==> src/design/reclose_zone_pkg.sv <==
`default_nettype none
package reclose_zone_pkg;
  localparam int CLK_HZ = 40000000;
  localparam int SHOT_W = 3;
  localparam int TIME_W = 24;
  localparam logic [SHOT_W-1:0] SHOT_RESET = 3'h0;
  localparam logic [TIME_W-1:0] TIMER_RESET = 24'h000000;
  localparam logic [SHOT_W-1:0] MAX_SHOTS_RESET = 3'h1;
  // Timer reset values, in clock cycles
  localparam logic [TIME_W-1:0] DEAD_RESET = 24'h0003e8;
  localparam logic [TIME_W-1:0] RECOVER_RESET = 24'h0007d0;
  localparam logic [TIME_W-1:0] FAULT_RESET = 24'h000fa0;
  // Breaker supervision window used by the ordinary cycle, 200 ms
  localparam int BKR_SUP_MS = 200;
  localparam int BKR_SUP_CYC = BKR_SUP_MS * (CLK_HZ / 1000);
  localparam int IRQ_W = 3;
  localparam int IRQ_SUCCESS = 0;
  localparam int IRQ_FAILED = 1;
  localparam int IRQ_SHOT = 2;
  typedef enum logic [2:0] {
    ST_READY, ST_RUNNING, ST_WAIT_OPEN, ST_DEAD, ST_RECLOSE, ST_RECOVER, ST_LOCKOUT, ST_BLOCKED
  } arState_t;
endpackage
`default_nettype wire

==> src/design/pin_sync.sv <==
`default_nettype none
module pin_sync (
  input wire logic clk,
  input wire logic rstn,
  input wire logic ce,
  input wire logic pinIn,
  output logic level
);
  logic s1_q;
  logic s2_q;
  logic s3_q;
  // Change accepted only when second and third stages agree
  always_ff @(posedge clk) begin
    if (!rstn) begin
      s1_q <= 1'b0;
      s2_q <= 1'b0;
      s3_q <= 1'b0;
      level <= 1'b0;
    end else if (ce) begin
      s1_q <= pinIn;
      s2_q <= s1_q;
      s3_q <= s2_q;
      if (s2_q == s3_q) begin
        level <= s3_q;
      end
    end
  end
endmodule // pin_sync
`default_nettype wire

==> src/design/reclose_zone_follow_logic.sv <==
`default_nettype none
module reclose_zone_follow_logic (
  input wire logic clk,
  input wire logic rstn,
  input wire logic ce,
  input wire logic bkrClosedPin,
  input wire logic pickupPin,
  input wire logic tripPin,
  input wire logic blockPin,
  input wire logic lockResetPin,
  input wire logic [1:0] regAddr,
  input wire logic [31:0] regWdata,
  input wire logic regWr,
  input wire logic regRd,
  output logic [31:0] regRdata,
  output logic closeCmd,
  output logic [reclose_zone_pkg::SHOT_W-1:0] shotNum,
  output logic arReady,
  output logic irq
);
  // Register map, word index on regAddr
  localparam logic [1:0] A_CTRL = 2'h0;
  localparam logic [1:0] A_TIME = 2'h1;
  localparam logic [1:0] A_STAT = 2'h2;
  localparam logic [1:0] A_MASK = 2'h3;

  ////////////////////////////////////////////////////////////////////////////////
  // Synchronised pins
  logic bkrClosed;
  logic pickup;
  logic trip;
  logic block;
  logic lockReset;
  pin_sync uBkr (.clk(clk), .rstn(rstn), .ce(ce), .pinIn(bkrClosedPin), .level(bkrClosed));
  pin_sync uPick (.clk(clk), .rstn(rstn), .ce(ce), .pinIn(pickupPin), .level(pickup));
  pin_sync uTrip (.clk(clk), .rstn(rstn), .ce(ce), .pinIn(tripPin), .level(trip));
  pin_sync uBlk (.clk(clk), .rstn(rstn), .ce(ce), .pinIn(blockPin), .level(block));
  pin_sync uLrs (.clk(clk), .rstn(rstn), .ce(ce), .pinIn(lockResetPin), .level(lockReset));

  ////////////////////////////////////////////////////////////////////////////////
  // Settings: follow enable, max shots, dead time, recovery time, fault time
  logic followEn_q;
  logic [reclose_zone_pkg::SHOT_W-1:0] maxShots_q;
  logic [reclose_zone_pkg::TIME_W-1:0] deadTime_q;
  logic [reclose_zone_pkg::TIME_W-1:0] recoverTime_q;
  logic [reclose_zone_pkg::TIME_W-1:0] faultTime_q;
  logic [reclose_zone_pkg::IRQ_W-1:0] status_q;
  logic [reclose_zone_pkg::IRQ_W-1:0] mask_q;
  logic [1:0] timeSel_q;

  always_ff @(posedge clk) begin
    if (!rstn) begin
      followEn_q <= 1'b0;
      maxShots_q <= reclose_zone_pkg::MAX_SHOTS_RESET;
      timeSel_q <= 2'h0;
    end else if (ce && regWr && regAddr == A_CTRL) begin
      followEn_q <= regWdata[0];
      maxShots_q <= regWdata[6:4];
      timeSel_q <= regWdata[9:8];
    end
  end

  // Timer word write goes to the timer picked by CTRL[9:8]
  always_ff @(posedge clk) begin
    if (!rstn) begin
      deadTime_q <= reclose_zone_pkg::DEAD_RESET;
      recoverTime_q <= reclose_zone_pkg::RECOVER_RESET;
      faultTime_q <= reclose_zone_pkg::FAULT_RESET;
    end else if (ce && regWr && regAddr == A_TIME) begin
      case (timeSel_q)
        2'h0: deadTime_q <= regWdata[23:0];
        2'h1: recoverTime_q <= regWdata[23:0];
        2'h2: faultTime_q <= regWdata[23:0];
        default: ;
      endcase
    end
  end

  always_ff @(posedge clk) begin
    if (!rstn) begin
      mask_q <= 3'h0;
    end else if (ce && regWr && regAddr == A_MASK) begin
      mask_q <= regWdata[2:0];
    end
  end

  ////////////////////////////////////////////////////////////////////////////////
  // Sequencer
  reclose_zone_pkg::arState_t state_q;
  logic [reclose_zone_pkg::TIME_W-1:0] timer_q;
  logic [reclose_zone_pkg::SHOT_W-1:0] shot_q;
  logic pickupPrev_q;
  logic followCycle_q;
  logic evSuccess;
  logic evFailed;
  logic evShot;
  logic timerDone;
  logic pickupDrop;
  logic lockedLast;

  assign timerDone = (timer_q == reclose_zone_pkg::TIMER_RESET);
  assign pickupDrop = pickupPrev_q && !pickup;
  assign lockedLast = (shot_q >= maxShots_q);

  always_ff @(posedge clk) begin
    if (!rstn) begin
      pickupPrev_q <= 1'b0;
    end else if (ce) begin
      pickupPrev_q <= pickup;
    end
  end

  always_ff @(posedge clk) begin
    if (!rstn) begin
      state_q <= reclose_zone_pkg::ST_READY;
      timer_q <= reclose_zone_pkg::TIMER_RESET;
      shot_q <= reclose_zone_pkg::SHOT_RESET;
      followCycle_q <= 1'b0;
      closeCmd <= 1'b0;
      evSuccess <= 1'b0;
      evFailed <= 1'b0;
      evShot <= 1'b0;
    end else if (ce) begin
      evSuccess <= 1'b0;
      evFailed <= 1'b0;
      evShot <= 1'b0;
      closeCmd <= 1'b0;
      if (!timerDone) begin
        timer_q <= timer_q - 24'h000001;
      end
      case (state_q)
        reclose_zone_pkg::ST_READY: begin
          shot_q <= reclose_zone_pkg::SHOT_RESET;
          if (block) begin
            state_q <= reclose_zone_pkg::ST_BLOCKED;
          end else if (bkrClosed && (pickup || trip)) begin
            state_q <= reclose_zone_pkg::ST_RUNNING;
            followCycle_q <= followEn_q;
            timer_q <= faultTime_q;
          end
        end
        reclose_zone_pkg::ST_RUNNING: begin
          if (block) begin
            state_q <= reclose_zone_pkg::ST_BLOCKED;
          end else if (followCycle_q && pickupDrop) begin
            // Downstream recloser cleared the fault; own breaker stays closed
            state_q <= reclose_zone_pkg::ST_DEAD;
            timer_q <= deadTime_q;
          end else if (trip) begin
            state_q <= reclose_zone_pkg::ST_WAIT_OPEN;
            timer_q <= 24'(reclose_zone_pkg::BKR_SUP_CYC);
          end else if (timerDone) begin
            state_q <= reclose_zone_pkg::ST_LOCKOUT;
            evFailed <= 1'b1;
          end
        end
        reclose_zone_pkg::ST_WAIT_OPEN: begin
          if (!bkrClosed) begin
            state_q <= reclose_zone_pkg::ST_DEAD;
            timer_q <= deadTime_q;
          end else if (timerDone) begin
            state_q <= reclose_zone_pkg::ST_LOCKOUT;
            evFailed <= 1'b1;
          end
        end
        reclose_zone_pkg::ST_DEAD: begin
          if (block) begin
            state_q <= reclose_zone_pkg::ST_BLOCKED;
          end else if (timerDone && followCycle_q) begin
            // No close command in follow mode
            shot_q <= shot_q + 3'h1;
            evShot <= 1'b1;
            state_q <= reclose_zone_pkg::ST_RECOVER;
            timer_q <= recoverTime_q;
          end else if (timerDone && !bkrClosed && !pickup && !trip) begin
            shot_q <= shot_q + 3'h1;
            evShot <= 1'b1;
            closeCmd <= 1'b1;
            state_q <= reclose_zone_pkg::ST_RECLOSE;
            timer_q <= 24'(reclose_zone_pkg::BKR_SUP_CYC);
          end
        end
        reclose_zone_pkg::ST_RECLOSE: begin
          if (bkrClosed) begin
            state_q <= reclose_zone_pkg::ST_RECOVER;
            timer_q <= recoverTime_q;
          end else if (timerDone) begin
            state_q <= reclose_zone_pkg::ST_LOCKOUT;
            evFailed <= 1'b1;
          end
        end
        reclose_zone_pkg::ST_RECOVER: begin
          if (block) begin
            state_q <= reclose_zone_pkg::ST_BLOCKED;
          end else if (pickup || trip) begin
            if (lockedLast) begin
              state_q <= reclose_zone_pkg::ST_LOCKOUT;
              evFailed <= 1'b1;
            end else begin
              state_q <= reclose_zone_pkg::ST_RUNNING;
              timer_q <= faultTime_q;
            end
          end else if (timerDone) begin
            // Transient fault: no restart, back to ready
            state_q <= reclose_zone_pkg::ST_READY;
            evSuccess <= 1'b1;
          end
        end
        reclose_zone_pkg::ST_LOCKOUT: begin
          if (lockReset && bkrClosed) begin
            state_q <= reclose_zone_pkg::ST_READY;
          end
        end
        reclose_zone_pkg::ST_BLOCKED: begin
          // Block aborts a cycle in running, dead or recovery, not in wait-open or reclose; shot count restarts from ready
          if (!block) begin
            state_q <= reclose_zone_pkg::ST_READY;
          end
        end
        default: state_q <= reclose_zone_pkg::ST_READY;
      endcase
    end
  end

  // Shot number feeds shot-controlled pickup, initiate and blocking functions
  always_ff @(posedge clk) begin
    if (!rstn) begin
      shotNum <= reclose_zone_pkg::SHOT_RESET;
      arReady <= 1'b0;
    end else if (ce) begin
      shotNum <= shot_q;
      arReady <= (state_q == reclose_zone_pkg::ST_READY);
    end
  end

  ////////////////////////////////////////////////////////////////////////////////
  // Sticky status, write one to clear; a new event wins over the clear
  logic [reclose_zone_pkg::IRQ_W-1:0] events;
  logic [reclose_zone_pkg::IRQ_W-1:0] clrMask;
  always_comb begin
    events = '0;
    events[reclose_zone_pkg::IRQ_SUCCESS] = evSuccess;
    events[reclose_zone_pkg::IRQ_FAILED] = evFailed;
    events[reclose_zone_pkg::IRQ_SHOT] = evShot;
    clrMask = (regWr && regAddr == A_STAT) ? regWdata[2:0] : 3'h0;
  end

  always_ff @(posedge clk) begin
    if (!rstn) begin
      status_q <= 3'h0;
      irq <= 1'b0;
    end else if (ce) begin
      status_q <= (status_q & ~clrMask) | events;
      irq <= |(((status_q & ~clrMask) | events) & mask_q);
    end
  end

  ////////////////////////////////////////////////////////////////////////////////
  // Read port, data in the cycle after the strobe, zero otherwise
  always_ff @(posedge clk) begin
    if (!rstn) begin
      regRdata <= 32'h00000000;
    end else if (ce) begin
      regRdata <= 32'h00000000;
      if (regRd) begin
        case (regAddr)
          A_CTRL: regRdata <= {22'h0, timeSel_q, 1'b0, maxShots_q, 3'h0, followEn_q};
          A_TIME: regRdata <= {25'h0, 4'(state_q), shot_q};
          A_STAT: regRdata <= {29'h0, status_q};
          A_MASK: regRdata <= {29'h0, mask_q};
          default: regRdata <= 32'h00000000;
        endcase
      end
    end
  end
endmodule // reclose_zone_follow_logic
`default_nettype wire

==> config.mk <==
export PLATFORM = sky130hd
export DESIGN_NAME = reclose_zone_follow_logic
export DESIGN_NICKNAME = d
export VERILOG_FILES = /design/src/design/reclose_zone_pkg.sv /design/src/design/pin_sync.sv /design/src/design/reclose_zone_follow_logic.sv
export SDC_FILE = /design/constraint.sdc
export NUM_CORES = 1
export LEC_CHECK = 0
export ABC_AREA = 1
export BUFFER_PORTS_ARGS = -buffer_cell sky130_fd_sc_hd__buf_2
export CORE_ASPECT_RATIO = 1.1
export CORE_MARGIN = 2
export CORE_UTILIZATION = 50
export DETAILED_ROUTE_END_ITERATION = 6
export GPL_TIMING_DRIVEN = 0
export MAX_ROUTING_LAYER = met4
export PLACE_DENSITY = 0.69
export SLEW_MARGIN = 5
export SYNTH_ARGS = -nofsm -noshare
export SYNTH_HDL_FRONTEND = slang
export SYNTH_SLANG_ARGS = --single-unit
==> constraint.sdc <==
create_clock -name clk -period 5.3 [get_ports clk]
set_clock_uncertainty 0.1 [all_clocks]
set_input_delay 0.265 -clock clk [delete_from_list [all_inputs] [get_ports clk]]
set_output_delay 0.265 -clock clk [all_outputs]
set_load 0.05 [all_outputs]
## Word-level counts from Yosys, hierarchy flattened

Index checks and enable logic that the tools add are counted.

- Bits in registers: 177
- Input bits: 44
- Word-level logic and storage cells: 167

- Add/subtract/negate cells: 2
- Magnitude comparators: 1
- Equality and inequality tests: 24
- Mux-type cells: 60
- Bitwise operators: 5
- Reduce and logical (&&, ||, !) cells: 34

Operator list:

| kind | count |
|---|---|
| $mux W24 | 14 |
| $pmux W24 S6 | 1 |
| $pmux W32 S4 | 1 |
| $mux W3 | 21 |
| $mux W32 | 1 |
| $logic_not A24 Y1 | 1 |
| $pmux W3 S8 | 1 |
| $sub A24 B1 Y24 const B | 1 |
| $mux W1 | 19 |
| $reduce_and A2 Y1 | 8 |
| $logic_and A1 B1 Y1 | 13 |
| $eq A3 B3 Y1 const B | 4 |
| $ne A4 B3 Y1 const B | 2 |
| $reduce_and A4 Y1 | 2 |
| $and A3 B3 Y3 | 2 |
| $eq A2 B2 Y1 const B | 3 |
| $eq A3 B2 Y1 const B | 2 |
| $ne A2 B2 Y1 const B | 3 |
| $pmux W3 S2 | 1 |
| $reduce_and A6 Y1 | 1 |
| $eq A1 B1 Y1 | 5 |
| $eq A2 B1 Y1 const B | 2 |
| $logic_not A2 Y1 | 2 |
| $pmux W1 S4 | 1 |
| other kinds (13) | 15 |

## Depth between registers and ports, before layout

Gate-level depths: netlist (run 1).

- Word-level depth: 8
- Mapped depth: 16
- Depth with buffers taken out: 15

## Hierarchy

From an unflattened synthesis (run 1), not the netlist that was laid out.

- Cells, all modules: 1212
- Area, all modules: 8355.5 µm²

Modules (own cells, without submodules):

| module | times used | cells an instance | area each (µm²) | sequential area each (µm²) |
|---|---|---|---|---|
| reclose_zone_follow_logic | 1 | 1117 | 7636.1 | 2682.6 |
| pin_sync | 5 | 19 | 143.9 | 80.1 |

## Worst setup path before layout (run 1)

Ideal clock, no wire load.

- Kind: register -> register
- Start point: register timer_q[0] (netlist name)
- End point: register timer_q[4] (netlist name)
- Library setup time: 135 ps
- Arrival time: 1740 ps
- Required time: 5065 ps
- Path slack: 3324 ps
- Stages on the path, launching flop included: 13
- Path through: dfxtp_1 inv_1 ha_1 nand2_2 nor2_4 nand2_4 nor2_8 o21ai_4 nand2_4 nand3_4 buf_6 a22oi_1 a21oi_1

- Cells in the longest elaborated chain, start to end: 8

RTL lines:

| item | RTL line | RTL |
|---|---|---|
| start, declared | reclose_zone_follow_logic.sv:90 | `logic [reclose_zone_pkg::TIME_W-1:0] timer_q;` |
| start signal, assigned | reclose_zone_follow_logic.sv:116 | `timer_q <= reclose_zone_pkg::TIMER_RESET;` |
| start signal, assigned | reclose_zone_follow_logic.sv:129 | `timer_q <= timer_q - 24'h000001;` |
| start signal, assigned | reclose_zone_follow_logic.sv:139 | `timer_q <= faultTime_q;` |
| parallel branches: the longest is 7 deep, another holds $sub A24 B1 Y24 | -- |  |
| $pmux W24 S6 (*) | reclose_zone_follow_logic.sv:131 | `case (state_q)` |

Every way passes the cells marked *.
A chain may end at the register's enable or synchronous reset.

## Final worst setup path (run 1)

- Start point: register maxShots_q[2] (netlist name)
- End point: register timer_q[9] (netlist name)

- Cells in the longest elaborated chain, start to end: 5

RTL lines:

| item | RTL line | RTL |
|---|---|---|
| start, declared | reclose_zone_follow_logic.sv:43 | `logic [reclose_zone_pkg::SHOT_W-1:0] maxShots_q;` |
| start signal, assigned | reclose_zone_follow_logic.sv:54 | `maxShots_q <= reclose_zone_pkg::MAX_SHOTS_RESET;` |
| start signal, assigned | reclose_zone_follow_logic.sv:58 | `maxShots_q <= regWdata[6:4];` |
| $ge A3 B3 Y1 | reclose_zone_follow_logic.sv:103 | `assign lockedLast = (shot_q >= maxShots_q);` |
| $mux W24 | reclose_zone_follow_logic.sv:196 | `if (lockedLast) begin` |
| $mux W24 | reclose_zone_follow_logic.sv:195 | `end else if (pickup \|\| trip) begin` |
| $mux W24 | reclose_zone_follow_logic.sv:193 | `if (block) begin` |
| $pmux W24 S6 | reclose_zone_follow_logic.sv:131 |  |
| end signal, assigned | reclose_zone_follow_logic.sv:129 |  |
| end signal, assigned | reclose_zone_follow_logic.sv:139 |  |
| end signal, assigned | reclose_zone_follow_logic.sv:201 | `timer_q <= faultTime_q;` |

Every way passes these cells.

==> flow_summary.html, run 1 <==
<table>
<tr><th>Metric</th><th>Value</th></tr>
<tr><th colspan="2">Outcome</th></tr>
<tr><td>Status</td><td>completed</td></tr>
<tr><th colspan="2">Synth</th></tr>
<tr><td>Register bit total from synthesis</td><td>between 150 and 200</td></tr>
<tr><td>Asr flop ratio synth</td><td>0</td></tr>
<tr><td>Number of enable-type register cells in the synthesized netlist</td><td>0</td></tr>
<tr><td>YS warnings</td><td>0</td></tr>
<tr><td>Average size of a mapped cell</td><td>6.64 sq um</td></tr>
<tr><td>Post-synthesis cell area</td><td>8150 sq um</td></tr>
<tr><td>Top_reg_cell synth</td><td>dfxtp_1</td></tr>
<tr><td>Sequential fraction of the synthesis area</td><td>0.378</td></tr>
<tr><td>Distinct cells, synth</td><td>between 50 and 60</td></tr>
<tr><td>Post-Synthesis Cells</td><td>1,228</td></tr>
<tr><th colspan="2">Timing</th></tr>
<tr><td>Worst hold slack after final layout</td><td>0.00937 ns</td></tr>
<tr><td>Final critical delay including setup and external delays</td><td>2.64 ns</td></tr>
<tr><td>Setup TNS</td><td>0 ns</td></tr>
<tr><td>Number of endpoints failing setup at the final stage</td><td>0</td></tr>
<tr><td>Fmax</td><td>379 MHz</td></tr>
<tr><td>Number of endpoints with negative hold slack in the final report</td><td>0</td></tr>
<tr><td>Unrepaired setup endpoints after global routing</td><td>no</td></tr>
<tr><td>Worst Tran Pin Value</td><td>0.726 ns</td></tr>
<tr><td>Relative slew slack</td><td>0.516</td></tr>
<tr><td>Max-slew violation count</td><td>0</td></tr>
<tr><td>Final cycle utilization of the critical path</td><td>0.498</td></tr>
<tr><th colspan="2">Finish</th></tr>
<tr><td>Diodes inserted</td><td>0</td></tr>
<tr><td>Count of placed standard cells in the final layout, fillers left out</td><td>~1,600</td></tr>
<tr><td>Number of nets in the layout</td><td>1,386</td></tr>
<tr><td>Ratio of cells with drive above 1 in the final layout</td><td>0.127</td></tr>
<tr><td>Area growth syn-to-layout</td><td>16.2%</td></tr>
<tr><th colspan="2">Critical path</th></tr>
<tr><td>Crit-path most repeated cell</td><td>nand2_1</td></tr>
<tr><td>Largest driver fanout on the critical path</td><td>10</td></tr>
<tr><td>Critical-path top delay cell</td><td>dfxtp_1</td></tr>
<tr><td>Slowest cell delay on critical path</td><td>approximately 0.38 ns</td></tr>
<tr><td>Data arrival time of the critical path</td><td>2.90 ns</td></tr>
<tr><td>Crit path kind</td><td>reg -&gt; reg</td></tr>
<tr><td>CP Capture Type</td><td>flop</td></tr>
<tr><td>Startpoint class of the critical path</td><td>flop</td></tr>
<tr><td>Cell family with the largest share of critical-path delay</td><td>simple AND/OR/NAND/NOR gates</td></tr>
<tr><td>Cell chain of the critical path</td><td>inv_1, ha_1, a21oi_1, nand3_1, nor3_1, nand2_1, nand2_1, buf_2, inv_2, nor2_1, nor2_1, nand3_1, nand2_1, a21oi_1</td></tr>
<tr><td>Required time of the critical path</td><td>5.56 ns</td></tr>
<tr><td>Buffers plus inverters on the worst setup path</td><td>3</td></tr>
<tr><th colspan="2">Global routing</th></tr>
<tr><td>Via count of the first global-routing pass</td><td>approximately 8,000</td></tr>
<tr><td>First-pass GRT wire length</td><td>42,200 um</td></tr>
<tr><td>Largest net degree at the start of global routing</td><td>17</td></tr>
<tr><td>Antenna violations before repair</td><td>0</td></tr>
<tr><td>Global-route total usage across every layer</td><td>0.324</td></tr>
<tr><td>Residual overflow from global routing</td><td>0</td></tr>
<tr><th colspan="2">Power</th></tr>
<tr><td>Combinational power share</td><td>0.447</td></tr>
<tr><td>Static leakage power</td><td>roughly 0.0044 uW</td></tr>
<tr><td>Fraction of power spent switching nets</td><td>0.448</td></tr>
<tr><td>Clock power frac</td><td>0.252</td></tr>
<tr><td>Peak VDD IR</td><td>approximately 0.27 mV</td></tr>
<tr><td>Switching power of the nets</td><td>2070 uW</td></tr>
<tr><td>Cell Int Power</td><td>2550 uW</td></tr>
<tr><td>Total power per unit cell area</td><td>487 nW/um^2</td></tr>
<tr><td>Fraction of power consumed by sequential logic</td><td>0.301</td></tr>
<tr><th colspan="2">Floorplan</th></tr>
<tr><td>FP Rows</td><td>48</td></tr>
<tr><td>Die H</td><td>138 um</td></tr>
<tr><td>Initial Util</td><td>0.514</td></tr>
<tr><td>I/O Pins</td><td>82</td></tr>
<tr><td>Chip width</td><td>126 um</td></tr>
<tr><td>Total Die Area</td><td>17,300 sq um</td></tr>
<tr><td>Area of the core</td><td>15,900 sq um</td></tr>
<tr><th colspan="2">Routing</th></tr>
<tr><td>Antenna-violating nets left</td><td>0</td></tr>
<tr><td>Detailed Route Iter0 Violations</td><td>slightly below 800</td></tr>
<tr><td>Residual DRC count</td><td>0</td></tr>
<tr><td>Total via count in the routed design</td><td>8,488</td></tr>
<tr><td>Detailed-route vias per instance</td><td>5.48</td></tr>
<tr><td>Iteration count of the initial detailed-routing pass</td><td>7</td></tr>
<tr><td>Wire length per cell</td><td>17.2 um</td></tr>
<tr><td>Total wirelength of the detailed-routed design</td><td>26,700 um</td></tr>
<tr><th colspan="2">Clocking</th></tr>
<tr><td>Clock transition at the register clock pins on the worst setup and hold paths after CTS</td><td>approximately 0.07 ns</td></tr>
<tr><td>Number of H-tree levels</td><td>4</td></tr>
<tr><td>Clock tree from TritonCTS</td><td>yes</td></tr>
<tr><td>Clock network latency to the later pin of the worst-skew pair</td><td>0.43 ns</td></tr>
<tr><td>Total clock buffers created by CTS</td><td>17</td></tr>
<tr><td>CTS Buffer Depth</td><td>2</td></tr>
<tr><td>Clk sink count</td><td>between 150 and 200</td></tr>
<tr><td>Post-CTS setup repair buffer count</td><td>0</td></tr>
<tr><td>CTS root buffer</td><td>clkbuf_16</td></tr>
<tr><th colspan="2">Placed design</th></tr>
<tr><td>Final Wtd Congestion</td><td>1.00</td></tr>
<tr><td>Number of input and output port buffers inserted</td><td>49</td></tr>
<tr><td>Final HPWL from detailed placement</td><td>around 20,000 um</td></tr>
<tr><td>Inst Count DP</td><td>around 1,500</td></tr>
<tr><th colspan="2">Min path</th></tr>
<tr><td>Path class of the lowest-slack min-delay path</td><td>in -&gt; reg</td></tr>
<tr><th colspan="2">Job</th></tr>
<tr><td>Total of max-cap violations</td><td>0</td></tr>
</table>
[worst reg2reg max path, delay by kind of cell (launching register included)]
family	cells	cell delay [ns]
compound gates	2	0.27
fa+ha+maj	1	0.33
buf+inv	3	0.54
simple gates	8	0.96
flops	1	0.38
[power by group through the flow]
stage | clock network (uW) | registers, uW | logic, uW
2_1_floorplan | 0 | 1400 | 1530
3_3_place_gp | 0 | 1410 | 2000
3_5_place_dp | 0 | 1410 | 2010
4_1_cts | 1170 | 1390 | 2030
5_1_grt | 1220 | 1400 | 2300
6_report | 1160 | 1390 | 2060
[state kept, by name (all words and copies together), names as in the netlist, 2 cells and up]
signal         count
deadTime_q        24
faultTime_q       24
mask_q             3
maxShots_q         3
recoverTime_q     24
regRdata           9
shotNum            3
shot_q             3
state_q            3
status_q           3
timeSel_q          2
timer_q           24
[metrics by stage]
stage / area, sq um / power, uW / setup WS [ns] / utilization
after floorplan: 8230 / 2930 / 3.32 / -
after global placement: 8730 / 3410 / 2.80 / 0.551
after detailed placement: 8730 / 3420 / 2.77 / 0.551
after CTS: 9470 / 4590 / 2.75 / 0.597
after global routing: 9470 / 4920 / 2.54 / 0.597
final: 9470 / 4620 / 2.66 / 0.597
[routing by layer]
metal	share of wire	vias to the layer above	track usage	wire, um
met4	0.034	0	0.126	898
met1	0.45	3890	0.419	11900
met2	0.45	343	0.507	11900
met5	0	-	-	0
li1	-	4187	-	-
met3	0.073	68	0.0606	1940
[synthesized netlist by cell type, drive strengths merged, types with 3 or more instances]
cell	count	area [sq um]
clkbuf	34	128
o211ai	17	161
o22ai	3	18.8
inv	113	424
o21bai	5	37.5
nand4	10	68.8
nand2	287	1120
o21ai	112	572
a31oi	5	31.3
o21a	3	22.5
xor2	5	43.8
nor2	187	753
nand3	91	473
a21oi	114	589
buf	44	292
a22oi	4	35.0
ha	5	62.6
nor3	13	80.1
clkinv	4	15.0
dfxtp	154	3080
[worst paths after layout]
path                      start               to  slack, ns  cells after the start
setup / recovery  maxShots_q[2]       timer_q[9]       2.66                     14
setup reg to reg  maxShots_q[2]       timer_q[9]       2.66                     14
hold reg to reg     regRdata[6]      regRdata[6]       0.36                      2
hold / removal     regWdata[14]  faultTime_q[14]      0.009                      3
[repair_timing]
action	CTS	global route
endpoints found under the hold margin	33	0
hold buffers	19	0
resized for setup	0	0
[layout by cell type, fill, tap and decap left out, types with 4 or more instances in the layout]
cell type	instances
a31oi_1	5
inv_1	104
nand3_1	89
xor2_1	5
o21bai_1	5
nand2_2	10
dlygate4sd3_1	19
clkinvlp_4	5
nor2_2	8
buf_2	60
buf_1	6
clkbuf_1	34
clkinv_1	4
nor3_1	10
a21oi_2	5
dfxtp_1	154
nand4_1	9
buf_4	25
clkbuf_16	17
o211ai_2	4
o211ai_1	12
o21ai_0	109
ha_1	5
inv_2	9
nand2_1	274
nor2_1	176
conb_1	23
a21oi_1	109
[layout make-up]
class	instances	area, sq um
fillers	1574	6380
multi-input cells	901	4290
flip-flops and latches	154	3080
clock buffers	18	439
inverters	117	439
repair buffers	68	435
plain buffers	78	419
well taps	200	250
clock inverters	14	114
[cell families (layout without fill, tap and decap cells)]
family / Yosys count / after routing / synth area share
AND/OR/NAND/NOR: 594 / 594 / 0.312
AO/OA/AOI/OAI: 273 / 273 / 0.190
buffers and inverters: 195 / 295 / 0.105
flip-flops: 154 / 154 / 0.378
XOR/XNOR: 6 / 6 / 0.00645
adder cells (fa/ha/maj): 5 / 5 / 0.00767
other: 1 / 23 / 0.000460
(Power assumes the default switching activity.)
==> inputs of run 2 (changes only) <==
- ABC_AREA: 1 -> 0
- PLACE_DENSITY: 0.69 -> 0.72
- clock period: 5.3 -> 2.3 ns (I/O delays scaled with it)
==> run 2 against run 1 <==
Compared with the run above: the flow now finishes with violations (DRC, setup timing); fmax is 3.9% higher; cell count is 8.8% lower; cell area grew 13%; synthesized cell count down 17%; clock power increased by 140%; register-to-register slack worse by 2.9 ns; largest cell class unchanged.
==> flow_summary.html, run 2 <==
<table>
<tr><th>Metric</th><th>Value</th></tr>
<tr><th colspan="2">Routing</th></tr>
<tr><td>Residual DRC count</td><td>9</td></tr>
<tr><td>Detailed Route Iter0 Violations</td><td>1,298</td></tr>
<tr><td>Detailed-route vias per instance</td><td>6.40</td></tr>
<tr><td>Iteration count of the initial detailed-routing pass</td><td>7</td></tr>
<tr><td>Total via count in the routed design</td><td>9,040</td></tr>
<tr><td>Wire length per cell</td><td>21.8 um</td></tr>
<tr><td>Total wirelength of the detailed-routed design</td><td>between 30,000 and 40,000 um</td></tr>
<tr><td>Antenna-violating nets left</td><td>0</td></tr>
<tr><th colspan="2">Power</th></tr>
<tr><td>Total design power</td><td>7450 uW</td></tr>
<tr><td>Cell Int Power</td><td>4990 uW</td></tr>
<tr><td>Clock power frac</td><td>0.370</td></tr>
<tr><td>Combinational power share</td><td>0.240</td></tr>
<tr><td>Fraction of power consumed by sequential logic</td><td>0.390</td></tr>
<tr><td>Switching power of the nets</td><td>around 2500 uW</td></tr>
<tr><td>Total power per unit cell area</td><td>just under 700 nW/um^2</td></tr>
<tr><td>Static leakage power</td><td>0.00411 uW</td></tr>
<tr><td>Fraction of power spent switching nets</td><td>0.330</td></tr>
<tr><td>Peak VDD IR</td><td>roughly 0.57 mV</td></tr>
<tr><th colspan="2">Synth</th></tr>
<tr><td>Register bit total from synthesis</td><td>154</td></tr>
<tr><td>YS warnings</td><td>0</td></tr>
<tr><td>Leading area contributor after synthesis</td><td>dfxtp_1</td></tr>
<tr><td>Dominant combinational cell family by area after synthesis</td><td>simple AND/OR/NAND/NOR gates</td></tr>
<tr><td>Library cell with the highest instance count after synthesis</td><td>nand2_1</td></tr>
<tr><td>Distinct cells, synth</td><td>84</td></tr>
<tr><td>Post-synthesis cell area</td><td>a little over 8000 sq um</td></tr>
<tr><td>Top-area cell type share of the netlist area</td><td>0.383</td></tr>
<tr><td>Largest cells by area after synthesis</td><td>dfxtp_1, nand2_1, a21oi_1</td></tr>
<tr><td>Sequential fraction of the synthesis area</td><td>0.383</td></tr>
<tr><td>Share of synthesized cell area in full adder, half adder and majority cells</td><td>0.00777</td></tr>
<tr><td>Post-Synthesis Cells</td><td>1,025</td></tr>
<tr><td>Top_reg_cell synth</td><td>dfxtp_1</td></tr>
<tr><td>Number of enable-type register cells in the synthesized netlist</td><td>0</td></tr>
<tr><td>Post-synthesis compound-gate area fraction</td><td>0.237</td></tr>
<tr><td>Proportion of synthesized area in mux cells</td><td>0.0418</td></tr>
<tr><td>Simple-gate portion of the synthesized area</td><td>0.256</td></tr>
<tr><td>Asr flop ratio synth</td><td>0</td></tr>
<tr><td>Average size of a mapped cell</td><td>7.85 sq um</td></tr>
<tr><td>Xor and xnor area share after synthesis</td><td>0.0120</td></tr>
<tr><td>Top cells by count, synth</td><td>nand2_1, dfxtp_1, a21oi_1</td></tr>
<tr><th colspan="2">Floorplan</th></tr>
<tr><td>Die H</td><td>137 um</td></tr>
<tr><td>Area of the core</td><td>between 15,000 and 20,000 sq um</td></tr>
<tr><td>FP Rows</td><td>48</td></tr>
<tr><td>Initial Util</td><td>0.512</td></tr>
<tr><td>Chip width</td><td>125 um</td></tr>
<tr><td>Total Die Area</td><td>17,100 sq um</td></tr>
<tr><td>I/O Pins</td><td>82</td></tr>
<tr><th colspan="2">Global routing</th></tr>
<tr><td>Largest net degree at the start of global routing</td><td>17</td></tr>
<tr><td>Residual overflow from global routing</td><td>0</td></tr>
<tr><td>Via count of the first global-routing pass</td><td>7,941</td></tr>
<tr><td>Antenna violations before repair</td><td>0</td></tr>
<tr><td>First-pass GRT wire length</td><td>about 45,000 um</td></tr>
<tr><td>Met3 capacity usage during global routing</td><td>0.0762</td></tr>
<tr><td>Routing usage on met2</td><td>0.535</td></tr>
<tr><td>Met1 Track Usage GR</td><td>0.450</td></tr>
<tr><td>Global-route total usage across every layer</td><td>0.354</td></tr>
<tr><td>Most utilized layer in the global route result</td><td>met2</td></tr>
<tr><th colspan="2">Min path</th></tr>
<tr><td>Path class of the lowest-slack min-delay path</td><td>in -&gt; reg</td></tr>
<tr><td>Hold Path Origin</td><td>rstn</td></tr>
<tr><th colspan="2">Clocking</th></tr>
<tr><td>Clock tree from TritonCTS</td><td>yes</td></tr>
<tr><td>CTS root buffer</td><td>clkbuf_16</td></tr>
<tr><td>Total clock buffers created by CTS</td><td>17</td></tr>
<tr><td>CTS Buffer Depth</td><td>2</td></tr>
<tr><td>Clock network latency to the later pin of the worst-skew pair</td><td>0.45 ns</td></tr>
<tr><td>Clk sink count</td><td>154</td></tr>
<tr><td>Clock transition at the register clock pins on the worst setup and hold paths after CTS</td><td>0.07 ns</td></tr>
<tr><td>Number of H-tree levels</td><td>4</td></tr>
<tr><th colspan="2">Critical path</th></tr>
<tr><td>Buffers plus inverters on the worst setup path</td><td>2</td></tr>
<tr><td>Data arrival time of the critical path</td><td>between 2 and 3 ns</td></tr>
<tr><td>Worst setup path startpoint</td><td>uBkr.level</td></tr>
<tr><td>Startpoint class of the critical path</td><td>flop</td></tr>
<tr><td>CP Capture Type</td><td>flop</td></tr>
<tr><td>Cell chain of the critical path</td><td>nor4bb_1, clkbuf_1, o21bai_4, buf_6, a222oi_1, o221ai_1</td></tr>
<tr><td>Largest driver fanout on the critical path</td><td>10</td></tr>
<tr><td>Cell family with the largest share of critical-path delay</td><td>compound AO/OA/AOI/OAI gates</td></tr>
<tr><td>Source of the worst register-to-register timing path</td><td>uBkr.level</td></tr>
<tr><td>Required time of the critical path</td><td>2.47 ns</td></tr>
<tr><td>Minimum setup slack among reg-to-reg paths</td><td>-0.24 ns</td></tr>
<tr><td>Critical-path top delay cell</td><td>a222oi_1</td></tr>
<tr><td>Slowest cell delay on critical path</td><td>approximately 0.71 ns</td></tr>
<tr><td>Crit path kind</td><td>reg -&gt; reg</td></tr>
<tr><th colspan="2">Finish</th></tr>
<tr><td>Area growth syn-to-layout</td><td>33.3%</td></tr>
<tr><td>Diodes inserted</td><td>0</td></tr>
<tr><td>Filler cell count</td><td>around 1,300</td></tr>
<tr><td>Count of placed standard cells in the final layout, fillers left out</td><td>1,413</td></tr>
<tr><td>Most common cell after layout, fill and taps aside</td><td>nand2_1</td></tr>
<tr><td>Most frequent cells in the layout</td><td>nand2_1, dfxtp_1, a21oi_1, nor2_1, buf_4</td></tr>
<tr><td>Post-layout utilization of the core</td><td>0.682</td></tr>
<tr><td>Number of nets in the layout</td><td>between 1,000 and 1,500</td></tr>
<tr><td>Ratio of cells with drive above 1 in the final layout</td><td>0.256</td></tr>
<tr><th colspan="2">Timing</th></tr>
<tr><td>Relative slew slack</td><td>0.251</td></tr>
<tr><td>Number of endpoints failing setup at the final stage</td><td>26</td></tr>
<tr><td>Setup TNS</td><td>-3.11 ns</td></tr>
<tr><td>Number of endpoints with negative hold slack in the final report</td><td>0</td></tr>
<tr><td>Final cycle utilization of the critical path</td><td>1.11</td></tr>
<tr><td>Final critical delay including setup and external delays</td><td>2.54 ns</td></tr>
<tr><td>Max-slew violation count</td><td>0</td></tr>
<tr><td>Fin worst setup slack</td><td>-0.242 ns</td></tr>
<tr><td>Fmax</td><td>393 MHz</td></tr>
<tr><td>Worst Tran Pin Value</td><td>1.11 ns</td></tr>
<tr><td>Unrepaired setup endpoints after global routing</td><td>yes</td></tr>
<tr><th colspan="2">Placed design</th></tr>
<tr><td>Final Wtd Congestion</td><td>1.01</td></tr>
<tr><td>Number of input and output port buffers inserted</td><td>47</td></tr>
<tr><td>Inst Count DP</td><td>1,294</td></tr>
<tr><td>Post-place setup slack</td><td>-0.862 ns</td></tr>
<tr><td>Final HPWL from detailed placement</td><td>20,300 um</td></tr>
<tr><th colspan="2">Job</th></tr>
<tr><td>Total of max-cap violations</td><td>0</td></tr>
<tr><th colspan="2">Outcome</th></tr>
<tr><td>Status</td><td>finished with violations</td></tr>
<tr><td>Violated checks</td><td>DRC, setup timing</td></tr>
</table>
run 2: what timing repair did:
item	in CTS	in global routing
resized for setup	101	89
cloned	0	1
setup endpoints to repair	62	54
setup buffers	34	27
pin swaps	40	40
hold endpoints to repair	91	0
hold buffers	30	0
run 2: final timing paths:
path	cells after the start	endpoint
worst max-delay path	6	timer_q[23]
worst min-delay path	4	timer_q[18]
worst max register to register	6	timer_q[23]
worst min register to register	2	faultTime_q[16]
run 2: layout make-up:
cell class              instances  area, sq um  share of cell area
clock buffers                  18          429              0.0400
repair buffers                139         1100               0.102
flip-flops and latches        154         3130               0.291
plain buffers                  88          504              0.0470
multi-input cells             788         5140               0.479
clock inverters                14          136              0.0127
well taps                     200          250              0.0233
inverters                      12         47.5             0.00443
run 2: power by group through the flow:
stage          Sequential [uW]  Combinational (uW)  Clock, uW
4_1_cts                   2880                1530       2740
2_1_floorplan             2910                 931          0
3_3_place_gp              2920                1260          0
6_report                  2900                1790       2750
3_5_place_dp              2920                1270          0
5_1_grt                   2910                1880       2850
run 2: through the flow:
step	hold slack (ns)	cell area [sq um]
global placement	0.247	8680
floorplan	0.139	8190
CTS	0.0526	10300
finish	0.0550	10700
detailed placement	0.258	8680
global route	0.0861	10700
run 2: worst register-to-register path, delay by kind of cell, from the launching register on:
kind | cells | cell delay (ns)
buffers and inverters | 2 | 0.43
and+or+nand+nor | 1 | 0.19
DFF | 1 | 0.40
AOI/OAI and AO/OA | 3 | 1.25
run 2: cells by family after synthesis:
kind of cell | count (synthesis)
AND/OR/NAND/NOR | 431
buffers and inverters | 105
XOR/XNOR | 11
adder cells (fa/ha/maj) | 5
other | 1
multiplexers | 32
flip-flops | 154
AO/OA/AOI/OAI | 286
run 2: routing by layer:
| metal | vias up | share of wire |
|---|---|---|
| met3 | 143 | 0.11 |
| li1 | 4030 | - |
| met4 | 0 | 0.051 |
| met5 | - | 0 |
| met2 | 629 | 0.44 |
| met1 | 4238 | 0.39 |
